===== src/verilog/ladm_pkg.sv =====
/*
  ladm_pkg: constants and carrier types for the line AIS defect monitor.
  Assumes one 250 MHz core clock and a byte-wide register port.
*/
`default_nettype none
package ladm_pkg;

  // ************************************************************
  // register map
  // ************************************************************
  localparam logic [15:0] LADM_ADDR_STATUS = 16'h1106;
  localparam logic [15:0] LADM_ADDR_INT_STATUS = 16'h1109;
  localparam logic [15:0] LADM_ADDR_INT_MASK = 16'h110a;
  localparam logic [15:0] LADM_ADDR_RDI_CTRL = 16'h1933;

  // ************************************************************
  // field positions and reset values
  // ************************************************************
  localparam int LADM_STATUS_AIS_BIT = 0;
  localparam int LADM_INT_AIS_CHG_BIT = 1;
  localparam int LADM_CTRL_RDI_LOS_BIT = 0;
  localparam int LADM_CTRL_RDI_LOF_BIT = 1;
  localparam int LADM_CTRL_RDI_AIS_BIT = 2;
  localparam int LADM_CTRL_RDI_EXT_BIT = 3;
  localparam logic [3:0] LADM_CTRL_WMASK = 4'hf;
  localparam logic [3:0] LADM_CTRL_RESET = 4'h0;
  localparam logic [7:0] LADM_INT_MASK_RESET = 8'h00;

  // ************************************************************
  // detection constants
  // ************************************************************
  // k2 bits 6..8 sit in byte bits 2..0 (bit 1 is the msb on the line)
  localparam logic [2:0] LADM_AIS_PATTERN = 3'h7;
  localparam logic [2:0] LADM_FRAMES_TO_ACT = 3'h5;
  localparam logic [2:0] LADM_RUN_LAST = 3'h4;

  // ************************************************************
  // carrier types
  // ************************************************************
  typedef struct packed {
    logic valid;
    logic [7:0] k2;
  } ladm_frame_t;

  typedef struct packed {
    logic [15:0] addr;
    logic [7:0] wdata;
    logic wr;
    logic rd;
  } ladm_reg_req_t;

  typedef struct packed {
    logic los;
    logic lof;
    logic ext;
  } ladm_defect_t;

  typedef enum logic {
    LADM_ST_CLEAR,
    LADM_ST_DECLARED
  } ladm_state_t;

endpackage
`default_nettype wire


===== src/verilog/ladm_monitor.sv =====
/*
  ladm_monitor: receive-side line AIS defect monitor with status, change
  interrupt and transmit RDI-L request.
  Assumes frame strobes, register strobes and defect levels are synchronous
  to core_clk; the transmit overhead inserter samples rdi_l_req.
*/
// How it works
// - The defect is declared after five consecutive frames whose k2 bits 6 to 8 are all ones.
// - A declared defect clears after five consecutive frames whose k2 bits 6 to 8 are not all ones.
// - Status bit 0 at 0x1106 reads one while the defect is declared and zero once cleared.
// - Declaring or clearing sets the change flag at bit 1 of the interrupt status at 0x1109.
// - A pending change flag, when enabled at bit 1 of the interrupt mask at 0x110a, drives the active-low interrupt request low.
// - With control bit 2 set and bits 0, 1 and 3 clear, RDI-L is requested for exactly as long as the defect stands.
`timescale 1ns/1ns
`default_nettype none
module ladm_monitor (
  // clock and reset
  input wire logic core_clk,
  input wire logic reset,
  // received frame overhead
  input wire ladm_pkg::ladm_frame_t frame_in,
  // other defect sources for rdi-l
  input wire ladm_pkg::ladm_defect_t defect_in,
  // register port
  input wire ladm_pkg::ladm_reg_req_t reg_req,
  output logic [7:0] rd_data,
  // interrupt, transmit request and defect level
  output logic irq_n,
  output logic rdi_l_req,
  output logic ais_l_defect
);
  import ladm_pkg::*;

  // ************************************************************
  // state
  // ************************************************************
  ladm_state_t state_reg;
  ladm_state_t state_next;
  logic [2:0] run_reg;
  logic [2:0] run_next;
  logic [3:0] ctrl_reg;
  logic [7:0] int_mask_reg;
  logic [7:0] int_stat_reg;
  logic [7:0] int_stat_next;
  logic [7:0] rd_data_reg;
  logic [7:0] rd_data_next;
  logic irq_n_reg;
  logic rdi_reg;
  logic rdi_next;

  // ************************************************************
  // frame decode
  // ************************************************************
  wire logic is_ais_frame;
  wire logic counts_toward_change;
  wire logic run_complete;
  wire logic change_evt;

  assign is_ais_frame = (frame_in.k2[2:0] == LADM_AIS_PATTERN);
  // a frame counts when it disagrees with the present state
  assign counts_toward_change = frame_in.valid &&
    (is_ais_frame == (state_reg == LADM_ST_CLEAR));
  assign run_complete = counts_toward_change && (run_reg == LADM_RUN_LAST);
  assign change_evt = run_complete;

  // ************************************************************
  // declare and clear state machine
  // ************************************************************
  always_comb
  begin
    state_next = state_reg;
    run_next = run_reg;
    if (frame_in.valid)
    begin
      if (!counts_toward_change)
      begin
        // any agreeing frame breaks the run
        run_next = 3'h0;
      end
      else if (run_complete)
      begin
        run_next = 3'h0;
        unique case (state_reg)
          LADM_ST_CLEAR: state_next = LADM_ST_DECLARED;
          LADM_ST_DECLARED: state_next = LADM_ST_CLEAR;
        endcase
      end
      else
      begin
        run_next = run_reg + 3'h1;
      end
    end
  end

  always_ff @(posedge core_clk)
  begin
    if (reset)
    begin
      state_reg <= LADM_ST_CLEAR;
      run_reg <= 3'h0;
    end
    else
    begin
      state_reg <= state_next;
      run_reg <= run_next;
    end
  end

  // ************************************************************
  // register decode
  // ************************************************************
  wire logic sel_status;
  wire logic sel_int_stat;
  wire logic sel_int_mask;
  wire logic sel_ctrl;
  wire logic [7:0] status_view;
  wire logic [7:0] int_stat_set;
  wire logic [7:0] int_stat_clr;
  wire logic [7:0] int_mask_next;

  assign sel_status = (reg_req.addr == LADM_ADDR_STATUS);
  assign sel_int_stat = (reg_req.addr == LADM_ADDR_INT_STATUS);
  assign sel_int_mask = (reg_req.addr == LADM_ADDR_INT_MASK);
  assign sel_ctrl = (reg_req.addr == LADM_ADDR_RDI_CTRL);

  assign status_view = {7'h00, (state_reg == LADM_ST_DECLARED)};

  assign int_stat_set = change_evt ? (8'h01 << LADM_INT_AIS_CHG_BIT) : 8'h00;
  assign int_stat_clr = (reg_req.rd && sel_int_stat) ? 8'hff :
    ((reg_req.wr && sel_int_stat) ? reg_req.wdata : 8'h00);

  // interrupt sees a mask write at once, so enabling a pending flag never lags
  assign int_mask_next = (reg_req.wr && sel_int_mask) ?
    (reg_req.wdata & (8'h01 << LADM_INT_AIS_CHG_BIT)) : int_mask_reg;

  // set beats clear so a change landing on the read is never lost
  assign int_stat_next = ((int_stat_reg & ~int_stat_clr) | int_stat_set) &
    (8'h01 << LADM_INT_AIS_CHG_BIT);

  always_comb
  begin
    rd_data_next = 8'h00;
    if (reg_req.rd)
    begin
      if (sel_status)
      begin
        rd_data_next = status_view;
      end
      else if (sel_int_stat)
      begin
        rd_data_next = int_stat_reg;
      end
      else if (sel_int_mask)
      begin
        rd_data_next = int_mask_reg;
      end
      else if (sel_ctrl)
      begin
        rd_data_next = {4'h0, ctrl_reg};
      end
    end
  end

  // ************************************************************
  // registers
  // ************************************************************
  always_ff @(posedge core_clk)
  begin
    if (reset)
    begin
      ctrl_reg <= LADM_CTRL_RESET;
      int_mask_reg <= LADM_INT_MASK_RESET;
      int_stat_reg <= 8'h00;
      rd_data_reg <= 8'h00;
    end
    else
    begin
      if (reg_req.wr && sel_ctrl)
      begin
        ctrl_reg <= reg_req.wdata[3:0] & LADM_CTRL_WMASK;
      end
      int_mask_reg <= int_mask_next;
      int_stat_reg <= int_stat_next;
      rd_data_reg <= rd_data_next;
    end
  end

  // ************************************************************
  // interrupt and rdi-l outputs
  // ************************************************************
  wire logic irq_pending;

  assign irq_pending = |(int_stat_next & int_mask_next);

  // follows the next state so rdi tracks the defect exactly
  always_comb
  begin
    rdi_next = (ctrl_reg[LADM_CTRL_RDI_AIS_BIT] && (state_next == LADM_ST_DECLARED)) ||
      (ctrl_reg[LADM_CTRL_RDI_LOS_BIT] && defect_in.los) ||
      (ctrl_reg[LADM_CTRL_RDI_LOF_BIT] && defect_in.lof) ||
      (ctrl_reg[LADM_CTRL_RDI_EXT_BIT] && defect_in.ext);
  end

  always_ff @(posedge core_clk)
  begin
    if (reset)
    begin
      irq_n_reg <= 1'b1;
      rdi_reg <= 1'b0;
    end
    else
    begin
      irq_n_reg <= ~irq_pending;
      rdi_reg <= rdi_next;
    end
  end

  assign rd_data = rd_data_reg;
  assign irq_n = irq_n_reg;
  assign rdi_l_req = rdi_reg;
  assign ais_l_defect = (state_reg == LADM_ST_DECLARED);

  // consecutive ais and non-ais frames seen, kept apart from the design counters
  logic [3:0] chk_ais_run;
  logic [3:0] chk_clr_run;
  always_ff @(posedge core_clk)
  begin
    if (reset)
    begin
      chk_ais_run <= 4'h0;
      chk_clr_run <= 4'h0;
    end
    else if (frame_in.valid)
    begin
      chk_ais_run <= is_ais_frame ? ((chk_ais_run == 4'hf) ? 4'hf : chk_ais_run + 4'h1) : 4'h0;
      chk_clr_run <= !is_ais_frame ? ((chk_clr_run == 4'hf) ? 4'hf : chk_clr_run + 4'h1) : 4'h0;
    end
  end
endmodule
`default_nettype wire


===== config.mk =====
export PLATFORM = sky130hd
export DESIGN_NAME = ladm_monitor
export DESIGN_NICKNAME = d
export VERILOG_FILES = /design/src/verilog/ladm_pkg.sv /design/src/verilog/ladm_monitor.sv
export SDC_FILE = /design/constraint.sdc
export NUM_CORES = 1
export LEC_CHECK = 0
export BUFFER_PORTS_ARGS = -buffer_cell sky130_fd_sc_hd__buf_2
export CORE_UTILIZATION = 40
export CTS_BUF_LIST = sky130_fd_sc_hd__clkbuf_2 sky130_fd_sc_hd__clkbuf_4 sky130_fd_sc_hd__clkbuf_8
export CTS_CLUSTER_SIZE = 20
export DETAILED_ROUTE_END_ITERATION = 12
export GPL_ROUTABILITY_DRIVEN = 0
export GPL_TIMING_DRIVEN = 0
export PLACE_DENSITY = 0.77
export SLEW_MARGIN = 30
export SYNTH_ARGS = -nofsm -noshare
export SYNTH_HDL_FRONTEND = slang
export SYNTH_SLANG_ARGS = --single-unit

===== constraint.sdc =====
create_clock -name core_clk -period 1.4 [get_ports core_clk]
set_input_delay 0.14 -clock core_clk [delete_from_list [all_inputs] [get_ports core_clk]]
set_output_delay 0.14 -clock core_clk [all_outputs]
set_load 0.02 [all_outputs]

* Yosys cells after proc, flatten, opt, wreduce, memory -nomap -nowiden
Index checks and enable logic that the tools add are counted.
** Word-level totals
- Input bits :: 40
- Flip-flop bits (word level) :: 27
- Output and inout port bits :: 11
** Cells by class
- Reductions and logical operators :: 16
- Muxes and demuxes :: 14
- Equality and inequality tests :: 7
- Add/subtract/negate cells :: 1
- Bitwise gates (word level) :: 7
** Operator list (number)
- $eq 16x13->1 const B :: 4
- $mux 8 :: 3
- $logic_and 1x1->1 :: 10
- $and 2x8->8 :: 1
- $reduce_or 8->1 :: 1
- $eq 3x3->1 const B :: 2
- $mux 2 :: 3
- $mux 3 :: 2
- $mux 1 :: 4
- $mux 4 :: 1
- $add 3x1->3 const B :: 1
- $logic_or 1x1->1 :: 3
- $not 1->1 :: 3
- $reduce_or 3->1 :: 1
- $and 2x2->2 :: 1
- $not 2->2 :: 1
- $or 2x2->2 :: 1
- $pmux 1 s2 :: 1
- $reduce_or 2->1 :: 1
- $eq 1x1->1 :: 1

* Longest topological paths before layout
- Word-level depth :: 11
- Mapped depth :: 7
- Gate-level depth less buffers :: 7

* Worst setup path after synthesis
OpenSTA, ideal clock, no wires.
- Path kind :: input-to-reg
- Start :: input port reg_req[20] (netlist bit)
- End :: register ctrl_reg[0]
- Cell stages on the path :: 5
- Data arrival time :: 1.316 ns
- Path buffers :: 0
- Setup slack :: -0.032 ns
- Cells stage by stage :: or4b_4 > nor4_2 > nand3_2 > mux2i_1 > nor2_1
** Between the ends
- Cells in the longest elaborated chain, start to end :: 2
** RTL lines
- start: declaration :: RTL line ladm_monitor.sv:25 : input wire ladm_pkg::ladm_reg_req_t reg_req,
- $eq 16x13->1 :: RTL line ladm_monitor.sv:124 : assign sel_ctrl = (reg_req.addr == LADM_ADDR_RDI_CTRL);
- $logic_and 1x1->1 :: RTL line ladm_monitor.sv:178 : if (reg_req.wr && sel_ctrl)
- end signal: assignment :: RTL line ladm_monitor.sv:180 : ctrl_reg <= reg_req.wdata[3:0] & LADM_CTRL_WMASK;
- end: declaration :: RTL line ladm_monitor.sv:41 : logic [3:0] ctrl_reg;
Every way passes these cells.
A chain may end at the register's enable or synchronous reset.

* Final worst setup path
- Start :: register run_reg[0]
- End :: register irq_n_reg, in the netlist irq_n
** Between the ends
- Cells in the longest elaborated chain, start to end :: 7
** RTL lines
- start: declaration :: RTL line ladm_monitor.sv:39 : logic [2:0] run_reg;
- start signal: assignment :: RTL line ladm_monitor.sv:105 : run_reg <= run_next;
- $eq 3x3->1 :: RTL line ladm_monitor.sv:63 : assign run_complete = counts_toward_change && (run_reg == LADM_RUN_LAST);
- $logic_and 1x1->1 :: RTL line ladm_monitor.sv:63
- $mux 2 :: RTL line ladm_monitor.sv:128 : assign int_stat_set = change_evt ? (8'h01 << LADM_INT_AIS_CHG_BIT) : 8'h00;
- $or 2x2->2 :: RTL line ladm_monitor.sv:137 : assign int_stat_next = ((int_stat_reg & ~int_stat_clr) | int_stat_set) &
- $and 2x8->8 :: RTL line ladm_monitor.sv:193 : assign irq_pending = |(int_stat_next & int_mask_next);
- $reduce_or 8->1 :: RTL line ladm_monitor.sv:193
- $not 1->1 :: RTL line ladm_monitor.sv:213 : irq_n_reg <= ~irq_pending;
- end signal: assignment :: RTL line ladm_monitor.sv:213
- end: declaration :: RTL line ladm_monitor.sv:47 : logic irq_n_reg;
Every way passes these cells.

==> results.tsv <==
stage	metric	value	unit
route	drt first pass iters	4	
synthesis	largest area contributor in the netlist	dfxtp_1	
die	Chip Width	48.5	µm
timing	Final Setup Violations	0	
die	initial cell density of the core	0.432	
timing	Period minus WS final	1.31	ns
final_layout	area grow syn2layout	34.4	%
placement	port bufs	37	
synthesis	register area share after synthesis	0.370	
pwr	total chip power	867	µW
pwr	power per cell area	745	nW/µm²
final_layout	NumNets Final	188	
flow_run	Maximum Capacitance Violations	0	
clock_network	clock tree from TritonCTS	yes	
setup_path	Critical path buffers and inverters	1	
pwr	Lkg Pwr	0.536	nW
setup_path	FF-to-FF End	irq_n$_SDFF_PP1_	
route	ANT nets after route	0	
worst_hold_path	startpoint of the most critical hold path	reg_req[2]	
route	drt wl/cell	11.0	µm
grt	maximum number of pins on one net before global-route repair	11	
setup_path	ordered cell list for the critical path	inv_1 > ha_1 > and3_2 > a21oi_2 > o22ai_1 > nor2_1	
setup_path	Top Family by Delay on Critical Path	flip-flops	
setup_path	Worst path max stage delay	0.37	ns
clock_network	deepest clock path buffer count	2	
setup_path	critical path depth in cells	6	
setup_path	launching point of the worst reg2reg path	run_reg[0]$_SDFFE_PP0P_	
setup_path	Crit Path Category	flip-flop to flip-flop	
route	number of DRC markers in iteration 0	13	
clock_network	sinks on the clock net	16	
route	routed vias	879	
final_layout	ratio of cells with drive above 1 in the final layout	0.386	
clock_network	CTS HTree Levels	1	
timing	Post-Route Skew	0.00428	ns
synthesis	Mapped Cells	101	
pwr	internal power component	670	µW
timing	final number of max-transition violations	0	
timing	crit share post-route	0.935	
pwr	part of the power in the clock network	0.343	
synthesis	count of unique library cells instantiated by Yosys	35	
setup_path	register-to-register path setup slack	0.09	ns
grt	Tot GR Track Use	0.174	
pwr	maximum ir drop on the vdd rail	363	µV
synthesis	dominant cells by area after synthesis	dfxtp_1, a21oi_1, nand2b_1, nand2_1, mux2i_1	
placement	hpwl dp	1.53	mm
synthesis	count of synthesis-stage warnings from yosys	0	
timing	fmax	0.764	GHz
synthesis	share of the synthesized area in the top cell type	0.370	
setup_path	critical path peak fanout	3	
synthesis	synthesized area per cell	8.57	µm²
final_layout	leading cell type in the layout, fill and taps excluded	buf_2	
pwr	Logic pwr share	0.131	
final_layout	number of antenna cells inserted	0	
clock_network	clock-pin slew on the worst setup and hold paths	0.09	ns
clock_network	CTS Buf Count	3	
setup_path	worst endpoint required time	1.63	ns
run_status	outcome	finished, final reports clean	
pwr	P_sw	197	µW
worst_hold_path	class of the most critical hold timing path	primary input to flip-flop	
route	Avg Vias per Cell	5.11	
die	CORE AREA	2000	µm²
die	io pins	51	
timing	final number of hold-violating endpoints	0	
route	drc violations	0	
clock_network	clock latency reported for the late side of the worst-skew pair	0.28	ns
worst_hold_path	worst hold path stage count	3	
pwr	Switching Fraction	0.227	
pwr	sequential fraction of design power	0.526	
die	Die Outline Area	2350	µm²
synthesis	total standard cell area after synthesis	866	µm²
grt	global route total overflow	0	
final_layout	final core utilization	0.581	
die	overall die height	48.5	µm
setup_path	worst path arrival time	1.54	ns
synthesis	register bit count reported by yosys	16	
route	final WL	1.90	mm
die	site row count	16	
setup_path	crit path launch type	flip-flop	
final_layout	highest-count cells in the layout ignoring fill and taps	buf_2, dfxtp_1, nand2_1, a21oi_1, nand2b_1	
grt	number of global-route vias before repair	792	
setup_path	count of cells along the worst register-to-register path	6	
grt	wire length of the first global-routing pass	3.22	mm
timing	RSZ-0062 raised after global routing	true	
grt	number of antenna violations at the first check in global routing	0	
setup_path	Critical Path Slowest Stage Cell	dfxtp_1	
worst_hold_path	capture endpoint of the worst hold path	ctrl_reg[0]$_SDFFE_PP0P_	
setup_path	type of destination of the critical path	flip-flop	
clock_network	root buffer cell	clkbuf_4	
worst register-to-register path: stages (launching register included):
cell and delay [ns]:
dfxtp_1 0.37, inv_1 0.07, ha_1 0.23, and3_2 0.25, a21oi_2 0.17, o22ai_1 0.08
nor2_1 0.09
cells in the mapped netlist:
| master | instances |
|---|---|
| or3_1 | 1 |
| and3_1 | 4 |
| a222oi_1 | 1 |
| inv_1 | 3 |
| nand4_1 | 2 |
| nor4_1 | 2 |
| conb_1 | 1 |
| or3b_2 | 1 |
| nand3b_1 | 1 |
| a32oi_1 | 1 |
| buf_4 | 4 |
| or4b_4 | 1 |
| nor4b_1 | 3 |
| dfxtp_1 | 16 |
| nor3_1 | 3 |
| nand4b_1 | 2 |
| o21ai_0 | 5 |
| ha_1 | 2 |
| nand2b_1 | 6 |
| nor2_1 | 5 |
| nand3_2 | 1 |
| nand2_1 | 9 |
| o22ai_1 | 1 |
| and2_2 | 1 |
| mux2i_1 | 3 |
| nand3_1 | 1 |
| buf_2 | 1 |
| nor3b_1 | 1 |
| nand4bb_1 | 1 |
| o21a_1 | 2 |
| nor4_2 | 1 |
| and3b_1 | 1 |
| xnor2_1 | 1 |
| a21oi_1 | 10 |
| nor2b_1 | 3 |
cells by family (layout without fill, tap and decap cells):
| kind of cell | count (synthesis) | after routing | synth area share |
|---|---|---|---|
| xor gates and xnor gates | 1 | 1 | 0.0101 |
| buffers and inverters | 8 | 49 | 0.0535 |
| adders and majority gates | 2 | 2 | 0.0289 |
| AOI/OAI and AO/OA | 20 | 20 | 0.133 |
| muxes | 3 | 3 | 0.0347 |
| DFF | 16 | 16 | 0.370 |
| other | 1 | 4 | 0.00433 |
| and+or+nand+nor | 50 | 50 | 0.366 |
stage by stage:
stage / hold WS (ns) / worst slack (ns) / instance area [µm²] / std cells / setup TNS, ns
2_1_floorplan: 0.284 / -0.0237 / 886 / 104 / -0.0801
3_3_place_gp: 0.370 / -0.229 / 1100 / 168 / -1.69
3_5_place_dp: 0.377 / -0.223 / 1100 / 168 / -1.73
4_1_cts: 0.0789 / 0.0390 / 1140 / 172 / 0
5_1_grt: 0.105 / -0.0116 / 1160 / 172 / -0.0116
6_report: 0.0756 / 0.0909 / 1160 / 172 / 0
power by group through the flow:
stage          Clock (mW)  Sequential [mW]  Combinational (mW)
2_1_floorplan           0            0.467              0.0511
3_3_place_gp            0            0.467               0.107
3_5_place_dp            0            0.467               0.109
4_1_cts             0.304            0.456               0.110
5_1_grt             0.330            0.456               0.125
6_report            0.298            0.456               0.113
layout make-up:
class | count | area [µm²]
Fill cell | 200 | 838
Multi-Input combinational cell | 80 | 542
Sequential cell | 16 | 320
Timing Repair Buffer | 37 | 185
Clock buffer | 4 | 36.3
Buffer | 5 | 35.0
Tap cell | 27 | 33.8
Inverter | 3 | 11.3
per-layer routing:
layer | track usage | share of wire | vias to the layer above
li1 | - | - | 448
met1 | 0.202 | 0.44 | 382
met2 | 0.305 | 0.47 | 44
met3 | 0.0314 | 0.073 | 5
met4 | 0.0882 | 0.018 | 0
met5 | 0 | 0 | -
worst max path at each step:
stage	from	to	slack, ns
2_1_floorplan	reg_req[20]	ctrl_reg[0]$_SDFFE_PP0P_	-0.02
4_1_cts	run_reg[0]$_SDFFE_PP0P_	irq_n$_SDFF_PP1_	0.04
5_1_grt	run_reg[0]$_SDFFE_PP0P_	irq_n$_SDFF_PP1_	-0.01
6_report	run_reg[0]$_SDFFE_PP0P_	irq_n$_SDFF_PP1_	0.09
3_3_place_gp	reg_req[20]	rd_data[1]$_SDFF_PP0_	-0.23
3_5_place_dp	reg_req[20]	rd_data[1]$_SDFF_PP0_	-0.22
repair_timing:
action                                 CTS  global route
resized for setup                        0             5
endpoints found under the hold margin    0             0
setup buffers                            0             0
hold buffers                             0             0
setup endpoints to repair                0             5
No activity file was read; power rests on OpenSTA's default activity.
